==> config.mk <==
export PLATFORM = sky130hd
export DESIGN_NAME = avm_top
export DESIGN_NICKNAME = d
export VERILOG_FILES = /design/src/rtl/avm_pkg.sv /design/src/rtl/avm_tick.sv /design/src/rtl/avm_ramp.sv /design/src/rtl/avm_top.sv
export SDC_FILE = /design/constraint.sdc
export NUM_CORES = 1
export LEC_CHECK = 0
export CAP_MARGIN = 20
export CORE_ASPECT_RATIO = 0.75
export CORE_UTILIZATION = 62
export CTS_BUF_LIST = sky130_fd_sc_hd__clkbuf_4 sky130_fd_sc_hd__clkbuf_8
export CTS_CLUSTER_SIZE = 12
export DETAILED_ROUTE_END_ITERATION = 7
export DONT_BUFFER_PORTS = 1
export PLACE_DENSITY = 0.78
export SLEW_MARGIN = 20
export SYNTH_ARGS = -nofsm -noshare
export SYNTH_HDL_FRONTEND = slang
export SYNTH_SLANG_ARGS = --single-unit
export TNS_END_PERCENT = 10
==> constraint.sdc <==
create_clock -name sys_clk -period 7.75 [get_ports sys_clk]
set_input_delay 1.55 -clock sys_clk [delete_from_list [all_inputs] [get_ports sys_clk]]
set_output_delay 1.55 -clock sys_clk [all_outputs]
set_load 0.02 [all_outputs]
==> src/rtl/avm_pkg.sv <==
// Purpose: Shared constants and carriers for the audio volume and mute block.
// Assumes: One 25 MHz clock; registers reached by a plain word port.
// Notes: Gain codes are 7 bits, half a decibel per code.
// Summary of operation
// RQ1: Playback gain code is linear, 7Fh is 0 dB, 00h is -63.5 dB.
// RQ2: Playback mute ramps gain to lowest, then feeds only zero samples.
// RQ3: Mute keeps the stored gain code; unmute returns to it.
// RQ4: Playback unmute stops zero forcing and ramps gain back up.
// RQ5: Playback register bit 15 is left mute, bits 14..8 left gain.
// RQ6: Playback register bit 7 is right mute, bits 6..0 right gain.
// RQ7: Playback mutes reset to 1 and gains reset to 7Fh.
// RQ8: Bypass code 7Fh is +12 dB, 67h is 0 dB, 20h is -35.5 dB.
// RQ9: Bypass codes below 20h act like the bypass mute bit.
// RQ10: Bypass mute ramps down then silences; clearing reverses the ramp.
// RQ11: Bypass register packs left mute, left gain, right mute, right gain.
// RQ12: Bypass mutes reset to 1 and gains reset to 67h.
// RQ13: Each bypass mute gates its line input toward line and headphone.
// RQ14: One soft step every 20 us, or every 40 us at half rate.
// RQ15: Read-only ramp done flag is 0 while ramping, 1 otherwise; the code also drops it in the cycle after any write.
// RQ16: Gain changes step one code per tick toward the new target.
package avm_pkg;
  localparam logic [1:0] PLAY_ADDR = 2'h2;
  localparam logic [1:0] PASS_ADDR = 2'h3;
  localparam int MUTE_HI = 15;
  localparam int GAIN_HI_LSB = 8;
  localparam int MUTE_LO = 7;
  localparam int GAIN_LO_LSB = 0;
  localparam logic [6:0] PLAY_GAIN_RST = 7'h7F;
  localparam logic [6:0] PLAY_FLOOR = 7'h00;
  localparam logic [6:0] PASS_GAIN_RST = 7'h67;
  localparam logic [6:0] PASS_FLOOR = 7'h1F;
  localparam logic [6:0] PASS_MIN_CODE = 7'h20;
  localparam int CLK_HZ = 25000000;
  localparam int STEP_US = 20;
  localparam int STEP_CYC = (CLK_HZ / 1000000) * STEP_US;

  typedef struct packed {
    logic silence;
    logic [6:0] gain;
  } avm_chan_s;

  typedef struct packed {
    avm_chan_s left;
    avm_chan_s right;
  } avm_pair_s;
endpackage : avm_pkg

==> src/rtl/avm_tick.sv <==
// Purpose: Soft-step tick divider.
// Assumes: Runs on sys_clk.
// Notes: Half rate skips every other tick so both rates share one counter.
`timescale 1ns/1ps
`default_nettype none
module avm_tick #(
  parameter int CYC = avm_pkg::STEP_CYC
) (
  input wire logic sys_clk,
  input wire logic rst_n,
  input wire logic half_rate,
  output logic tick
);
  typedef struct packed {
    logic [15:0] cnt;
    logic odd;
    logic tick;
  } avm_tick_s;
  avm_tick_s st_reg, st_next;

  always_comb begin
    st_next = st_reg;
    st_next.tick = 1'b0;
    if (st_reg.cnt == 16'(CYC - 1)) begin
      st_next.cnt = 16'h0000;
      st_next.odd = ~st_reg.odd;
      st_next.tick = ~half_rate | st_reg.odd; // RQ14
    end else begin
      st_next.cnt = st_reg.cnt + 16'h0001;
    end
  end

  always_ff @(posedge sys_clk or negedge rst_n) begin
    if (!rst_n) begin
      st_reg <= '0;
    end else begin
      st_reg <= st_next;
    end
  end

  assign tick = st_reg.tick;
endmodule : avm_tick
`default_nettype wire

==> src/rtl/avm_ramp.sv <==
// Purpose: One channel's gain ramp toward a target or toward its floor.
// Assumes: Tick is a one-cycle pulse.
// Notes: The path is silenced only once the applied gain sits at the floor.
`timescale 1ns/1ps
`default_nettype none
module avm_ramp (
  input wire logic sys_clk,
  input wire logic rst_n,
  input wire logic tick,
  input wire logic mute,
  input wire logic [6:0] target,
  input wire logic [6:0] floor_code,
  output logic [6:0] applied,
  output logic silent,
  output logic busy
);
  typedef struct packed {
    logic [6:0] gain;
    logic silent;
  } avm_ramp_s;
  avm_ramp_s st_reg, st_next;
  logic [6:0] aim;

  always_comb begin
    aim = mute ? floor_code : target; // RQ3
    st_next = st_reg;
    if (tick) begin
      if (st_reg.gain < aim) begin
        st_next.gain = st_reg.gain + 7'h01; // RQ16
      end else if (st_reg.gain > aim) begin
        st_next.gain = st_reg.gain - 7'h01; // RQ16
      end
    end
    st_next.silent = mute && (st_reg.gain == floor_code); // RQ2
  end

  always_ff @(posedge sys_clk or negedge rst_n) begin
    if (!rst_n) begin
      st_reg <= '0;
    end else begin
      st_reg <= st_next;
    end
  end

  assign applied = st_reg.gain;
  assign silent = st_reg.silent;
  assign busy = (st_reg.gain != aim) || (mute != st_reg.silent);
endmodule : avm_ramp
`default_nettype wire

==> src/rtl/avm_top.sv <==
// Purpose: Playback and bypass gain registers with soft-stepped mute.
// Assumes: Register port writes and reads a whole 16-bit word.
// Notes: Applied gains start at 00h; playback ramps up once unmuted, bypass first climbs to its 1Fh floor while muted.
`timescale 1ns/1ps
`default_nettype none
module avm_top #(
  parameter int STEP_CYCLES = avm_pkg::STEP_CYC
) (
  input wire logic sys_clk,
  input wire logic rst_n,
  input wire logic reg_wr,
  input wire logic reg_rd,
  input wire logic [1:0] reg_addr,
  input wire logic [15:0] reg_wdata,
  output logic [15:0] reg_rdata,
  input wire logic ramp_half_rate_sel,
  output logic ramp_done_flag,
  input wire logic [19:0] play_left_in,
  input wire logic [19:0] play_right_in,
  output logic [19:0] play_left_out,
  output logic [19:0] play_right_out,
  output logic [6:0] play_left_gain_applied,
  output logic [6:0] play_right_gain_applied,
  output logic [6:0] pass_left_gain_applied,
  output logic [6:0] pass_right_gain_applied,
  output logic left_line_pass_en,
  output logic right_line_pass_en
);
  typedef struct packed {
    avm_pkg::avm_pair_s play;
    avm_pkg::avm_pair_s pass;
    logic [15:0] rdata;
    logic done;
    logic [19:0] pl_out;
    logic [19:0] pr_out;
    logic [6:0] g0;
    logic [6:0] g1;
    logic [6:0] g2;
    logic [6:0] g3;
    logic en_l;
    logic en_r;
  } avm_top_s;
  avm_top_s st_reg, st_next;

  logic tick;
  logic [3:0] mute_v;
  logic [6:0] tgt [4];
  logic [6:0] flr [4];
  logic [6:0] app [4];
  logic [3:0] sil;
  logic [3:0] bsy;

  function automatic logic [15:0] pack_pair(input avm_pkg::avm_pair_s p);
    pack_pair = {p.left.silence, p.left.gain, p.right.silence, p.right.gain};
  endfunction : pack_pair

  function automatic avm_pkg::avm_pair_s unpack_pair(input logic [15:0] w);
    unpack_pair.left.silence = w[avm_pkg::MUTE_HI];
    unpack_pair.left.gain = w[avm_pkg::GAIN_HI_LSB +: 7];
    unpack_pair.right.silence = w[avm_pkg::MUTE_LO];
    unpack_pair.right.gain = w[avm_pkg::GAIN_LO_LSB +: 7];
  endfunction : unpack_pair

  function automatic logic [19:0] scale(input logic [19:0] s,
                                        input logic [6:0] g);
    logic signed [27:0] p;
    p = $signed(s) * $signed({1'b0, g, 1'b0});
    scale = p[27:8];
  endfunction : scale

  avm_tick #(
    .CYC(STEP_CYCLES)
  ) u_tick (
    .sys_clk(sys_clk),
    .rst_n(rst_n),
    .half_rate(ramp_half_rate_sel),
    .tick(tick)
  );

  always_comb begin
    mute_v[0] = st_reg.play.left.silence;
    mute_v[1] = st_reg.play.right.silence;
    mute_v[2] = st_reg.pass.left.silence ||
                (st_reg.pass.left.gain < avm_pkg::PASS_MIN_CODE); // RQ9
    mute_v[3] = st_reg.pass.right.silence ||
                (st_reg.pass.right.gain < avm_pkg::PASS_MIN_CODE); // RQ9
    tgt[0] = st_reg.play.left.gain;
    tgt[1] = st_reg.play.right.gain;
    tgt[2] = st_reg.pass.left.gain;
    tgt[3] = st_reg.pass.right.gain;
    flr[0] = avm_pkg::PLAY_FLOOR; // RQ1
    flr[1] = avm_pkg::PLAY_FLOOR;
    flr[2] = avm_pkg::PASS_FLOOR; // RQ8
    flr[3] = avm_pkg::PASS_FLOOR;
  end

  for (genvar i = 0; i < 4; i++) begin : g_ch
    avm_ramp u_ramp (
      .sys_clk(sys_clk),
      .rst_n(rst_n),
      .tick(tick),
      .mute(mute_v[i]),
      .target(tgt[i]),
      .floor_code(flr[i]),
      .applied(app[i]),
      .silent(sil[i]),
      .busy(bsy[i])
    );
  end

  always_comb begin
    st_next = st_reg;
    if (reg_wr && reg_addr == avm_pkg::PLAY_ADDR) begin
      st_next.play = unpack_pair(reg_wdata); // RQ5 RQ6
    end
    if (reg_wr && reg_addr == avm_pkg::PASS_ADDR) begin
      st_next.pass = unpack_pair(reg_wdata); // RQ11
    end
    // Read data holds between reads; an unmapped read returns zero.
    st_next.rdata = st_reg.rdata;
    if (reg_rd && reg_addr == avm_pkg::PLAY_ADDR) begin
      st_next.rdata = pack_pair(st_reg.play);
    end else if (reg_rd && reg_addr == avm_pkg::PASS_ADDR) begin
      st_next.rdata = pack_pair(st_reg.pass);
    end else if (reg_rd) begin
      st_next.rdata = 16'h0000;
    end
    // A write may start a ramp next cycle, so the flag also drops on writes.
    st_next.done = ~(|bsy) & ~reg_wr; // RQ15
    // Zero samples once muted ramp reaches floor; silence wins over scaling.
    st_next.pl_out = sil[0] ? 20'h00000 : scale(play_left_in, app[0]); // RQ2 RQ4
    st_next.pr_out = sil[1] ? 20'h00000 : scale(play_right_in, app[1]);
    st_next.g0 = app[0];
    st_next.g1 = app[1];
    st_next.g2 = app[2];
    st_next.g3 = app[3];
    st_next.en_l = ~sil[2]; // RQ10 RQ13
    st_next.en_r = ~sil[3]; // RQ13
  end

  always_ff @(posedge sys_clk or negedge rst_n) begin
    if (!rst_n) begin
      st_reg <= '0;
      st_reg.play.left.silence <= 1'b1; // RQ7
      st_reg.play.left.gain <= avm_pkg::PLAY_GAIN_RST;
      st_reg.play.right.silence <= 1'b1;
      st_reg.play.right.gain <= avm_pkg::PLAY_GAIN_RST;
      st_reg.pass.left.silence <= 1'b1; // RQ12
      st_reg.pass.left.gain <= avm_pkg::PASS_GAIN_RST;
      st_reg.pass.right.silence <= 1'b1;
      st_reg.pass.right.gain <= avm_pkg::PASS_GAIN_RST;
      st_reg.done <= 1'b1;
    end else begin
      st_reg <= st_next;
    end
  end

  assign reg_rdata = st_reg.rdata;
  assign ramp_done_flag = st_reg.done;
  assign play_left_out = st_reg.pl_out;
  assign play_right_out = st_reg.pr_out;
  assign play_left_gain_applied = st_reg.g0;
  assign play_right_gain_applied = st_reg.g1;
  assign pass_left_gain_applied = st_reg.g2;
  assign pass_right_gain_applied = st_reg.g3;
  assign left_line_pass_en = st_reg.en_l;
  assign right_line_pass_en = st_reg.en_r;
endmodule : avm_top
`default_nettype wire

==> metrics.md, run 1 <==
| Metric | Value |
|---|---|
| Vias in the first global route | 12.0k |
| Dpl ws | 1110 ps |
| Root Driver | clkbuf_8 |
| Initial core utilization | 0.638 |
| Leading area contributor after synthesis | fa_1 |
| Synth area leaders | fa_1 24%, dfrtp_1 20%, ha_1 11%, and2_1 8.4%, inv_1 5.9% |
| Skew final | 25.2 ps |
| Multi-input logic area | ~0.011 sq mm |
| DP Area | about 0.017 sq mm |
| Synth Instances | ~1.7k |
| Synth unique cells | 56 |
| WHS | roughly 440 ps |
| Core Region | 0.0273 sq mm |
| Worst Setup End Kind | flop |
| Initial drt markers | 517 |
| Die footprint | between 0.02 and 0.03 sq mm |
| DRC viols | 0 |
| Hold endpoint | left_line_pass_en$_DFF_PN0_ |
| Tmin final | 6120 ps |
| Worst slew pin tran | 990 ps |
| GRT Overall Usage | 0.275 |
| Status | completed |
| Drt wl/cell | 18.1 um |
| Drt via density | 5.63 |
| Worst vdd ir | around 130 uV |
| Highest Signal Layer | met4 |
| Post-synth top area share | 0.242 |
| Asr flop ratio synth | 1.00 |
| Met3 WL | 2.41 mm |
| Worst EP required | 8130 ps |
| Power per standard cell area | ~110 mW/mm^2 |
| Avg Cell Area, Syn | 10.1 sq um |
| M1 WL | 16.6 mm |
| IO Pins | 150 |
| Max_cap viols | 0 |
| First-pass GRT wire length | 61.6 mm |
| Hold Path Depth | 1 |
| Clk buf depth | 2 |
| Count leader, synth | inv_1 |
| Initial antenna violation count | 0 |
| CTS resizes | 0 |
| Share of post-route cells with drive strength above 1 | 0.0779 |
| Fmax | between 0.15 and 0.2 GHz |
| Post-DP HPWL | 27.4 mm |
| CTS sink cnt | between 150 and 200 |
| Post-route cell area | between 0.015 and 0.02 sq mm |
| Top FF cell, synth | dfrtp_1 |
| Post-route setup slack | 1630 ps |
| Leakage Power | 9.53 nW |
| Total Nets Final | 2,054 |
| Latest clock arrival within the worst-skew pair | around 490 ps |
| Vias | 11.2k |
| GR Overflow Total | 0 |
| Post-Syn Nets | about 2.2k |
| Drt first pass iters | 5 |
| Worst r2r src | g_ch[1].u_ramp.applied[2]$_DFFE_PN0P_ |
| Drt total wl | 36.1 mm |
| Metal2 WL | 16.6 mm |
| # diodes | 0 |
| Reg-to-Reg End | play_right_out[18]$_DFF_PN0_ |
| Reg clk slew, reported paths | 110 ps |
| RSZ-0062 raised after global routing | false |
| #FFs+latches synth | about 170 |
| R2r worst-path depth | 17 |
| Antenna-violating nets left | 0 |
| Max FO, Critical Path | 25 |
| Synth Cell Area | 0.0174 sq mm |
| FF/Latch Area | 0.00427 sq mm |
| Hold path startpoint | g_ch[2].u_ramp.silent$_DFF_PN0_ |
| Number of fill cells | 2,170 |
| CP startpoint kind | flop |
| Setup TNS | 0 ps |
| Die height | 147 um |
| Area grow syn2layout | 0.821% |
| Pin count of the biggest net entering global routing | 170 |
| FF-to-FF setup slack | 1630 ps |
| Final hold violations | 0 |
| Gp weighted congestion | 0.885 |
| H-tree depth | 4 |
| Slew headroom | 0.340 |
| Most frequent cells after synthesis | 272 x inv_1, 233 x and2_1, 210 x fa_1 |
| Post-synth EDFFs | 0 |
| CTS Buf Count | 17 |
| Cell row count | 52 |
| Critical path type | flop to flop |
| Final Slew Violations | 0 |
| Ys Warns | 0 |
| TritonCTS clock tree | done |
| Die W | 195 um |
| Setup Fix Bufs, Post-CTS | 0 |
| I/O Buffers | 0 |
| Max reg flops | 30 |
| Hold-fix buffers, CTS | 0 |
| Hold Crit Class | flop to flop |
| Post-route clock period utilization | 0.790 |
| Sequential area share after synthesis | 0.245 |
| Worst EP arrival | 6510 ps |
| Total Power | 1.87 mW |
| Number of setup violations in the final report | 0 |
layer usage:
layer,up-vias,GRT usage
met5,-,0
met4,0,0.0661
met3,32,0.0638
met2,285,0.431
met1,5753,0.389
li1,5157,-
placed cells by master, fill, tap and decap left out, types with 4 or more instances in the layout:
master      n
inv_1     272
and2_1    233
fa_1      210
ha_1      151
dfrtp_1   140
nor2_1     84
nand2_1    69
xnor2_1    58
mux2_2     49
a21oi_1    47
xor2_1     35
a21o_1     30
dfstp_2    29
nand2b_1   25
clkbuf_8   19
nand3_1    16
mux2i_1    16
o22ai_1    16
nor2b_1    13
o21ai_0    13
and3_1     12
buf_4      12
nor3_1      9
nand4_1     8
o21bai_1    6
and4_1      6
inv_8       5
or2_2       4
nand4b_1    4
a21boi_1    4
final cells by class:
cell class                      count  share of cell area
Tap cell                          351              0.0251
Multi-Input combinational cell   1158               0.645
Inverter                          272              0.0583
Timing Repair Buffer               12             0.00514
Sequential cell                   169               0.243
Clock buffer                       21              0.0158
Clock inverter                     11             0.00735
kinds of logic after synthesis:
family / share of synthesized area
AND/OR/NAND/NOR: 0.156
adder cells (fa/ha/maj): 0.351
flip-flops: 0.245
multiplexers: 0.0416
XOR/XNOR: 0.0469
AO/OA/AOI/OAI: 0.0549
buffers and inverters: 0.104
power by group:
group | leakage, nW | internal [mW] | switching, mW
sequential | 2.21 | 0.948 | 0.0772
combinational | 7.11 | 0.0947 | 0.0884
clock | 0.207 | 0.292 | 0.371
total | 9.53 | 1.33 | 0.537
per-stage QoR:
stage / utilization / std cells
floorplan: - / 1726
finish: 0.643 / 1994
global placement: 0.628 / 1962
detailed placement: 0.628 / 1962
CTS: 0.643 / 1994
global route: 0.643 / 1994
critical path, stage by stage, from the launching register on:
cell,delay [ps]
dfrtp_1,940
nand2_1,210
fa_1,560
fa_1,550
inv_1,50
fa_1,470
inv_1,50
fa_1,470
inv_1,40
ha_1,310
a21o_1,200
a221oi_1,490
a21oi_1,190
a21o_1,280
a2111oi_1,500
nor2_1,150
a21oi_1,200
mux2_2,350
worst max path at each step:
stage,from,endpoint,slack (ps),depth (start not counted)
final,g_ch[1].u_ramp.applied[2]$_DFFE_PN0P_,play_right_out[18]$_DFF_PN0_,1630,17
after global routing,g_ch[1].u_ramp.applied[2]$_DFFE_PN0P_,play_right_out[18]$_DFF_PN0_,1270,17
after CTS,g_ch[1].u_ramp.applied[2]$_DFFE_PN0P_,play_right_out[18]$_DFF_PN0_,1600,17
after detailed placement,play_right_in[5],play_right_out[18]$_DFF_PN0_,1110,17
after global placement,play_right_in[5],play_right_out[18]$_DFF_PN0_,1250,17
after floorplan,play_left_in[4],play_left_out[17]$_DFF_PN0_,1550,17
No activity file was read; power rests on OpenSTA's default activity.
==> run 2, diff against run 1 <==
--- a/config.mk
+++ b/config.mk
@@ -5,6 +5,7 @@
 export SDC_FILE = /design/constraint.sdc
 export NUM_CORES = 1
 export LEC_CHECK = 0
+export ABC_AREA = 1
 export CAP_MARGIN = 20
 export CORE_ASPECT_RATIO = 0.75
 export CORE_UTILIZATION = 62
==> constraint.sdc (replaced) <==
create_clock -name sys_clk -period 6.25 [get_ports sys_clk]
set_input_delay 1.25 -clock sys_clk [delete_from_list [all_inputs] [get_ports sys_clk]]
set_output_delay 1.25 -clock sys_clk [all_outputs]
set_load 0.02 [all_outputs]
==> run 2 against run 1 <==
Design area rose by 8.3%. First-iteration DRC count up 140%. Largest power group is now combinational logic. Routed wire length grew 27%. Global-route usage increased by 3.7 points. Worst hold slack gained 10 ps. Critical endpoint is now play_right_out[10]$_DFF_PN0_.
==> metrics.md, run 2 <==
| Metric | Value |
|---|---|
| Max FO, Critical Path | 20 |
| Final hold violations | 0 |
| Sequential area share after synthesis | 0.227 |
| DRC viols | 0 |
| Commonest non-fill, non-tap cell in the layout | inv_1 |
| #FFs+latches synth | 169 |
| Most frequent cells after synthesis | 599 x inv_1, 587 x nand2_1, 210 x fa_1 |
| Post-synth top area share | 0.223 |
| Post-route clock period utilization | 0.823 |
| CP top delay family | adder cells |
| Total Nets Final | 2,748 |
| Share of post-route cells with drive strength above 1 | 0.0505 |
| Gp weighted congestion | 1.04 |
| Initial antenna violation count | 0 |
| Hold Crit Class | primary input to async pin |
| Internal Pwr Total | 4.49 mW |
| CP max stage delay | 980 ps |
| Drt wl/cell | 16.9 um |
| Max reg flops | 30 |
| Area grow syn2layout | 0.844% |
| Worst vdd ir | 306 uV |
| Hold-fix buffers, CTS | 0 |
| Die W | 203 um |
| Clk network pwr share | 0.081 |
| First-pass GRT wire length | 75.7 mm |
| CTS resizes | 0 |
| Reg power frac | 0.177 |
| Fmax | 0.194 GHz |
| Root Driver | clkbuf_8 |
| Total Power | 10.5 mW |
| Antenna-violating nets left | 0 |
| Avg Cell Area, Syn | 7.76 sq um |
| Asr flop ratio synth | 1.00 |
| Crit path buf inv count | 4 |
| Worst path slowest cell | dfrtp_1 |
| GR Overflow Total | 0 |
| Final Slew Violations | 0 |
| Clk buf depth | 2 |
| Initial core utilization | 0.639 |
| CTS sink cnt | 169 |
| Leading area contributor after synthesis | fa_1 |
| # diodes | 0 |
| Initial drt markers | 1,221 |
| Core Region | 0.0295 sq mm |
| Post-route setup slack | between 1000 and 1500 ps |
| Post-synth EDFFs | 0 |
| TritonCTS clock tree | done |
| Synth area leaders | fa_1 22%, dfrtp_1 19%, inv_1 12%, nand2_1 12%, ha_1 10% |
| Tmin final | just over 5000 ps |
| Pin count of the biggest net entering global routing | 170 |
| Vias in the first global route | 14.6k |
| Dpl ws | 1040 ps |
| Count leader, synth | inv_1 |
| Leakage Power | around 11 nW |
| Worst slew pin tran | 1060 ps |
| Slew headroom | 0.295 |
| Critical path type | flop to flop |
| Synth unique cells | 43 |
| Net Switching | roughly 6 mW |
| Drt total wl | 46.0 mm |
| Sw Share | 0.574 |
| Top FF cell, synth | dfrtp_1 |
| Logic pwr share | 0.742 |
| Vias | about 15k |
| Post-Syn Nets | between 2k and 3k |
| Skew final | 19.4 ps |
| Setup TNS | 0 ps |
| Worst EP required | 6620 ps |
| Cell row count | 54 |
| H-tree depth | 4 |
| Reg clk slew, reported paths | roughly 100 ps |
| Commonest cells after routing, fill and taps aside | 599 x inv_1, 587 x nand2_1, 210 x fa_1 |
| CTS Buf Count | 17 |
| Ys Warns | 0 |
| CP startpoint kind | flop |
| GRT Overall Usage | 0.311 |
| Number of setup violations in the final report | 0 |
| Worst EP arrival | between 5000 and 6000 ps |
| RSZ-0062 raised after global routing | false |
| Max_cap viols | 0 |
| Synth Cell Area | 0.0188 sq mm |
| Post-DP HPWL | 36.5 mm |
| I/O Buffers | 0 |
| Status | completed |
| Die footprint | just over 0.03 sq mm |
| Worst Setup End Kind | flop |
| Latest clock arrival within the worst-skew pair | 500 ps |
| Worst-path cell chain | nand2_1 > fa_1 > fa_1 > inv_1 > fa_1 > inv_1 > fa_1 > inv_1 > ha_1 > nand2_1 > inv_1 > a21oi_1 > nand2_1 > a21oi_1 > xor2_1 > nor2_1 |
| Drt first pass iters | 5 |
| IO Pins | 150 |
| Setup Fix Bufs, Post-CTS | 0 |
| Synth Instances | 2,426 |
| Drt via density | 5.35 |
| Die height | ~150 um |
| Power per standard cell area | 556 mW/mm^2 |
-- run 2: changes by cell type after synthesis, sizes merged, moves of 16 or more --
cell    delta
a21o      -25
a21oi     +48
and2     -233
inv      +329
mux2      -50
mux2i     -16
nand2    +543
nand2b    -21
nand3     +52
nor2      +65
o21ai     +70
xnor2     -35
-- run 2: logic make-up (layout without fill, tap and decap cells) --
family | count (synthesis) | after routing | share of synthesized area
AOI/OAI and AO/OA | 223 | 223 | 0.0662
and+or+nand+nor | 893 | 893 | 0.197
DFF | 169 | 169 | 0.227
xor gates and xnor gates | 49 | 49 | 0.0228
adders and majority gates | 361 | 361 | 0.324
buffers and inverters | 731 | 642 | 0.163
-- run 2: power groups by stage --
| stage | Clock, mW | Combinational [mW] | Sequential [mW] |
|---|---|---|---|
| finish | 0.858 | 7.82 | 1.86 |
| global route | 0.916 | 8.81 | 1.89 |
| CTS | 0.885 | 7.66 | 1.87 |
| detailed placement | 0 | 7.59 | 1.89 |
| global placement | 0 | 7.48 | 1.88 |
| floorplan | 0 | 6.04 | 1.50 |
-- run 2: per-stage QoR --
stage	cell area, sq um	hold slack [ps]	utilization	instances
after floorplan	18800	408	-	2426
final	19000	452	0.644	2729
after global placement	18600	437	0.630	2697
after detailed placement	18600	439	0.630	2697
after global routing	19000	411	0.644	2729
after CTS	19000	396	0.644	2729
-- run 2: worst register-to-register path, cell delays in order, from the launching register on --
cell	delay (ps)
dfrtp_1	980
nand2_1	210
fa_1	550
fa_1	540
inv_1	50
fa_1	490
inv_1	60
fa_1	510
inv_1	60
ha_1	340
nand2_1	160
inv_1	60
a21oi_1	200
nand2_1	160
a21oi_1	240
xor2_1	350
nor2_1	90
-- run 2: worst paths after layout --
path	startpoint	end	cells after the start	slack, ps
max in group asynchronous	rst_n	play_left_out[7]$_DFF_PN0_	0	5460
worst min-delay path	rst_n	play_left_gain_applied[1]$_DFF_PN0_	0	450
min in group sys_clk	g_ch[2].u_ramp.silent$_DFF_PN0_	left_line_pass_en$_DFF_PN0_	1	450
worst min register to register	g_ch[2].u_ramp.silent$_DFF_PN0_	left_line_pass_en$_DFF_PN0_	1	450
worst max-delay path	g_ch[1].u_ramp.applied[2]$_DFFE_PN0P_	play_right_out[10]$_DFF_PN0_	16	1110
worst max register to register	g_ch[1].u_ramp.applied[2]$_DFFE_PN0P_	play_right_out[10]$_DFF_PN0_	16	1110
-- run 2: final cells by class --
class	count	area (sq um)
tap	392	490
timing repair buffer	8	60.1
clock inverter	12	159
fill	2591	10500
clock buffer	20	263
inverter	602	2260
multi-input combinational	1526	11500
sequential	169	4270
-- run 2: per-layer routing --
| layer | part of all wire | GRT usage | wire (um) | up-vias |
|---|---|---|---|---|
| li1 | - | - | - | 6946 |
| met1 | 0.46 | 0.470 | 21000 | 7017 |
| met2 | 0.43 | 0.459 | 19900 | 582 |
| met3 | 0.096 | 0.0714 | 4440 | 44 |
| met4 | 0.015 | 0.0648 | 672 | 0 |
| met5 | 0 | 0 | 0 | - |
==> run 3, diff against run 2 <==
==> constraint.sdc (replaced) <==
create_clock -name sys_clk -period 5.2 [get_ports sys_clk]
set_input_delay 1.04 -clock sys_clk [delete_from_list [all_inputs] [get_ports sys_clk]]
set_output_delay 1.04 -clock sys_clk [all_outputs]
set_load 0.02 [all_outputs]
==> run 3 against run 2 <==
Sequential power increased by 17%. Global-route usage increased by 0.59 points. Clock skew decreased by 3.1 ps. Worst hold slack got worse by 210 ps. Maximum frequency increased by 2.4%. Largest power group unchanged. Utilization increased by 0.60 points. Highest routed layer unchanged. Power increased by 21%. Register-to-register slack got worse by 930 ps. Critical endpoint is now play_left_out[2]$_DFF_PN0_.
==> metrics.md, run 3 (synthesized netlist as in run 2, its figures left out) <==
| Metric | Value |
|---|---|
| Status | completed |
| Final hold violations | 0 |
| Post-DP HPWL | 37.9 mm |
| Leakage Power | 11.4 nW |
| CP startpoint kind | flop |
| Logic pwr share | 0.746 |
| Vias in the first global route | 14.7k |
| Commonest cells after routing, fill and taps aside | 599 x inv_1, 587 x nand2_1, 210 x fa_1 |
| Total Nets Final | 2,767 |
| Post-route cell area | roughly 0.019 sq mm |
| Setup TNS | 0 ps |
| Worst EP arrival | about 5300 ps |
| Max_cap viols | 0 |
| Worst slew pin tran | about 930 ps |
| Worst EP required | 5520 ps |
| GR Overflow Total | 0 |
| Net Switching | 7.29 mW |
| Worst vdd ir | 394 uV |
| Initial core utilization | 0.639 |
| Reg power frac | 0.171 |
| RSZ-0062 raised after global routing | false |
| Clk buf depth | 2 |
| DRC viols | 0 |
| Area grow syn2layout | 1.78% |
| Reg clk slew, reported paths | 120 ps |
| Share of post-route cells with drive strength above 1 | 0.0590 |
| TritonCTS clock tree | done |
| Clk network pwr share | 0.083 |
| Max FO, Critical Path | 19 |
| Latest clock arrival within the worst-skew pair | 480 ps |
| Drt first pass iters | 7 |
| Die footprint | just over 0.03 sq mm |
| Max reg flops | 30 |
| Drt via density | 5.32 |
| Number of setup violations in the final report | 0 |
| Commonest non-fill, non-tap cell in the layout | inv_1 |
| Die height | ~150 um |
| Worst r2r src | g_ch[0].u_ramp.applied[4]$_DFFE_PN0P_ |
| Antenna-violating nets left | 0 |
| Worst Setup End Kind | flop |
| Tmin final | 5020 ps |
| Slew headroom | 0.378 |
| Root Driver | clkbuf_8 |
| Power per standard cell area | 666 mW/mm^2 |
| Cell row count | 54 |
| Internal Pwr Total | 5.47 mW |
| GRT Overall Usage | 0.317 |
| H-tree depth | 4 |
| Die W | between 200 and 250 um |
| CTS Buf Count | 17 |
| Initial drt markers | 1,213 |
| Critical path type | flop to flop |
| CTS sink cnt | ~170 |
| Skew final | ~16 ps |
| R2r worst-path depth | 15 |
| CTS resizes | 0 |
| DP Area | approximately 0.019 sq mm |
| Final Util | 0.650 |
| Vias | 14.6k |
| Initial antenna violation count | 0 |
| Drt total wl | 46.9 mm |
| Setup Fix Bufs, Post-CTS | 0 |
| Pin count of the biggest net entering global routing | 170 |
| FF-to-FF setup slack | 180 ps |
| Final Slew Violations | 0 |
| IO Pins | 150 |
| Placed instance count | 2,716 |
| Hold Crit Class | primary input to async pin |
| I/O Buffers | 0 |
| # diodes | 0 |
| Sw Share | 0.571 |
| Total Power | between 10 and 15 mW |
| Fmax | approximately 0.20 GHz |
| Post-route clock period utilization | 0.966 |
| Drt wl/cell | about 17 um |
| Finished Layout Cells | 2,748 |
| Gp weighted congestion | around 0.96 |
| Hold-fix buffers, CTS | 0 |
| First-pass GRT wire length | about 77 mm |
| Core Region | slightly below 0.03 sq mm |
| Reg-to-Reg End | play_left_out[2]$_DFF_PN0_ |
run 3: cell count changes in the layout (fill, tap and decap cells not counted):
cell	change
clkbuf_4	+1
buf_4	+17
nand3_2	+1
clkinv_2	-1
nand3_1	-1
buf_12	+2
dfrtp_2	+1
dfrtp_1	-1
run 3: area by class of cell:
class / instances / area (sq um)
clock buffer: 21 / 270
clock inverter: 11 / 154
fill: 2556 / 10300
inverter: 602 / 2260
multi-input combinational: 1526 / 11500
sequential: 169 / 4270
tap: 392 / 490
timing repair buffer: 27 / 228
run 3: through the flow:
stage	hold slack [ps]	setup slack, ps
floorplan	408	640
global placement	439	161
detailed placement	458	216
CTS	202	165
global route	198	9.87
finish	243	179
run 3: metal layers:
layer	vias up	track usage	routed length, um
met5	-	0	0
li1	6991	-	-
met3	67	0.0787	4480
met1	6968	0.471	21200
met2	585	0.464	20300
met4	0	0.0816	919
run 3: how the worst max path moves through the flow:
stage,cells past startpoint,to,startpoint
floorplan,16,play_right_out[19]$_DFF_PN0_,play_right_in[19]
global placement,16,play_right_out[10]$_DFF_PN0_,play_right_in[6]
detailed placement,16,play_right_out[10]$_DFF_PN0_,play_right_in[6]
CTS,17,play_right_out[10]$_DFF_PN0_,g_ch[1].u_ramp.applied[2]$_DFFE_PN0P_
global route,18,play_left_out[14]$_DFF_PN0_,g_ch[0].u_ramp.applied[4]$_DFFE_PN0P_
finish,15,play_left_out[2]$_DFF_PN0_,g_ch[0].u_ramp.applied[4]$_DFFE_PN0P_
run 3: power groups by stage:
stage / Clock [mW] / Combinational [mW] / Sequential [mW]
after floorplan: 0 / 7.26 / 1.81
after global placement: 0 / 9.13 / 2.20
after detailed placement: 0 / 9.25 / 2.21
after CTS: 1.09 / 9.34 / 2.18
after global routing: 1.13 / 10.7 / 2.21
final: 1.06 / 9.52 / 2.18
run 3: critical path, stage by stage (launching register included):
cell and delay [ps]:
dfrtp_1 850, nand2_1 200, fa_1 540, fa_1 500, inv_1 60, fa_1 530, inv_1 50, fa_1 520
inv_1 40, ha_1 360, nand2_1 190, nor2_1 280, nand2_1 130, nand2_2 120, nor2_1 50, nor3_1 420
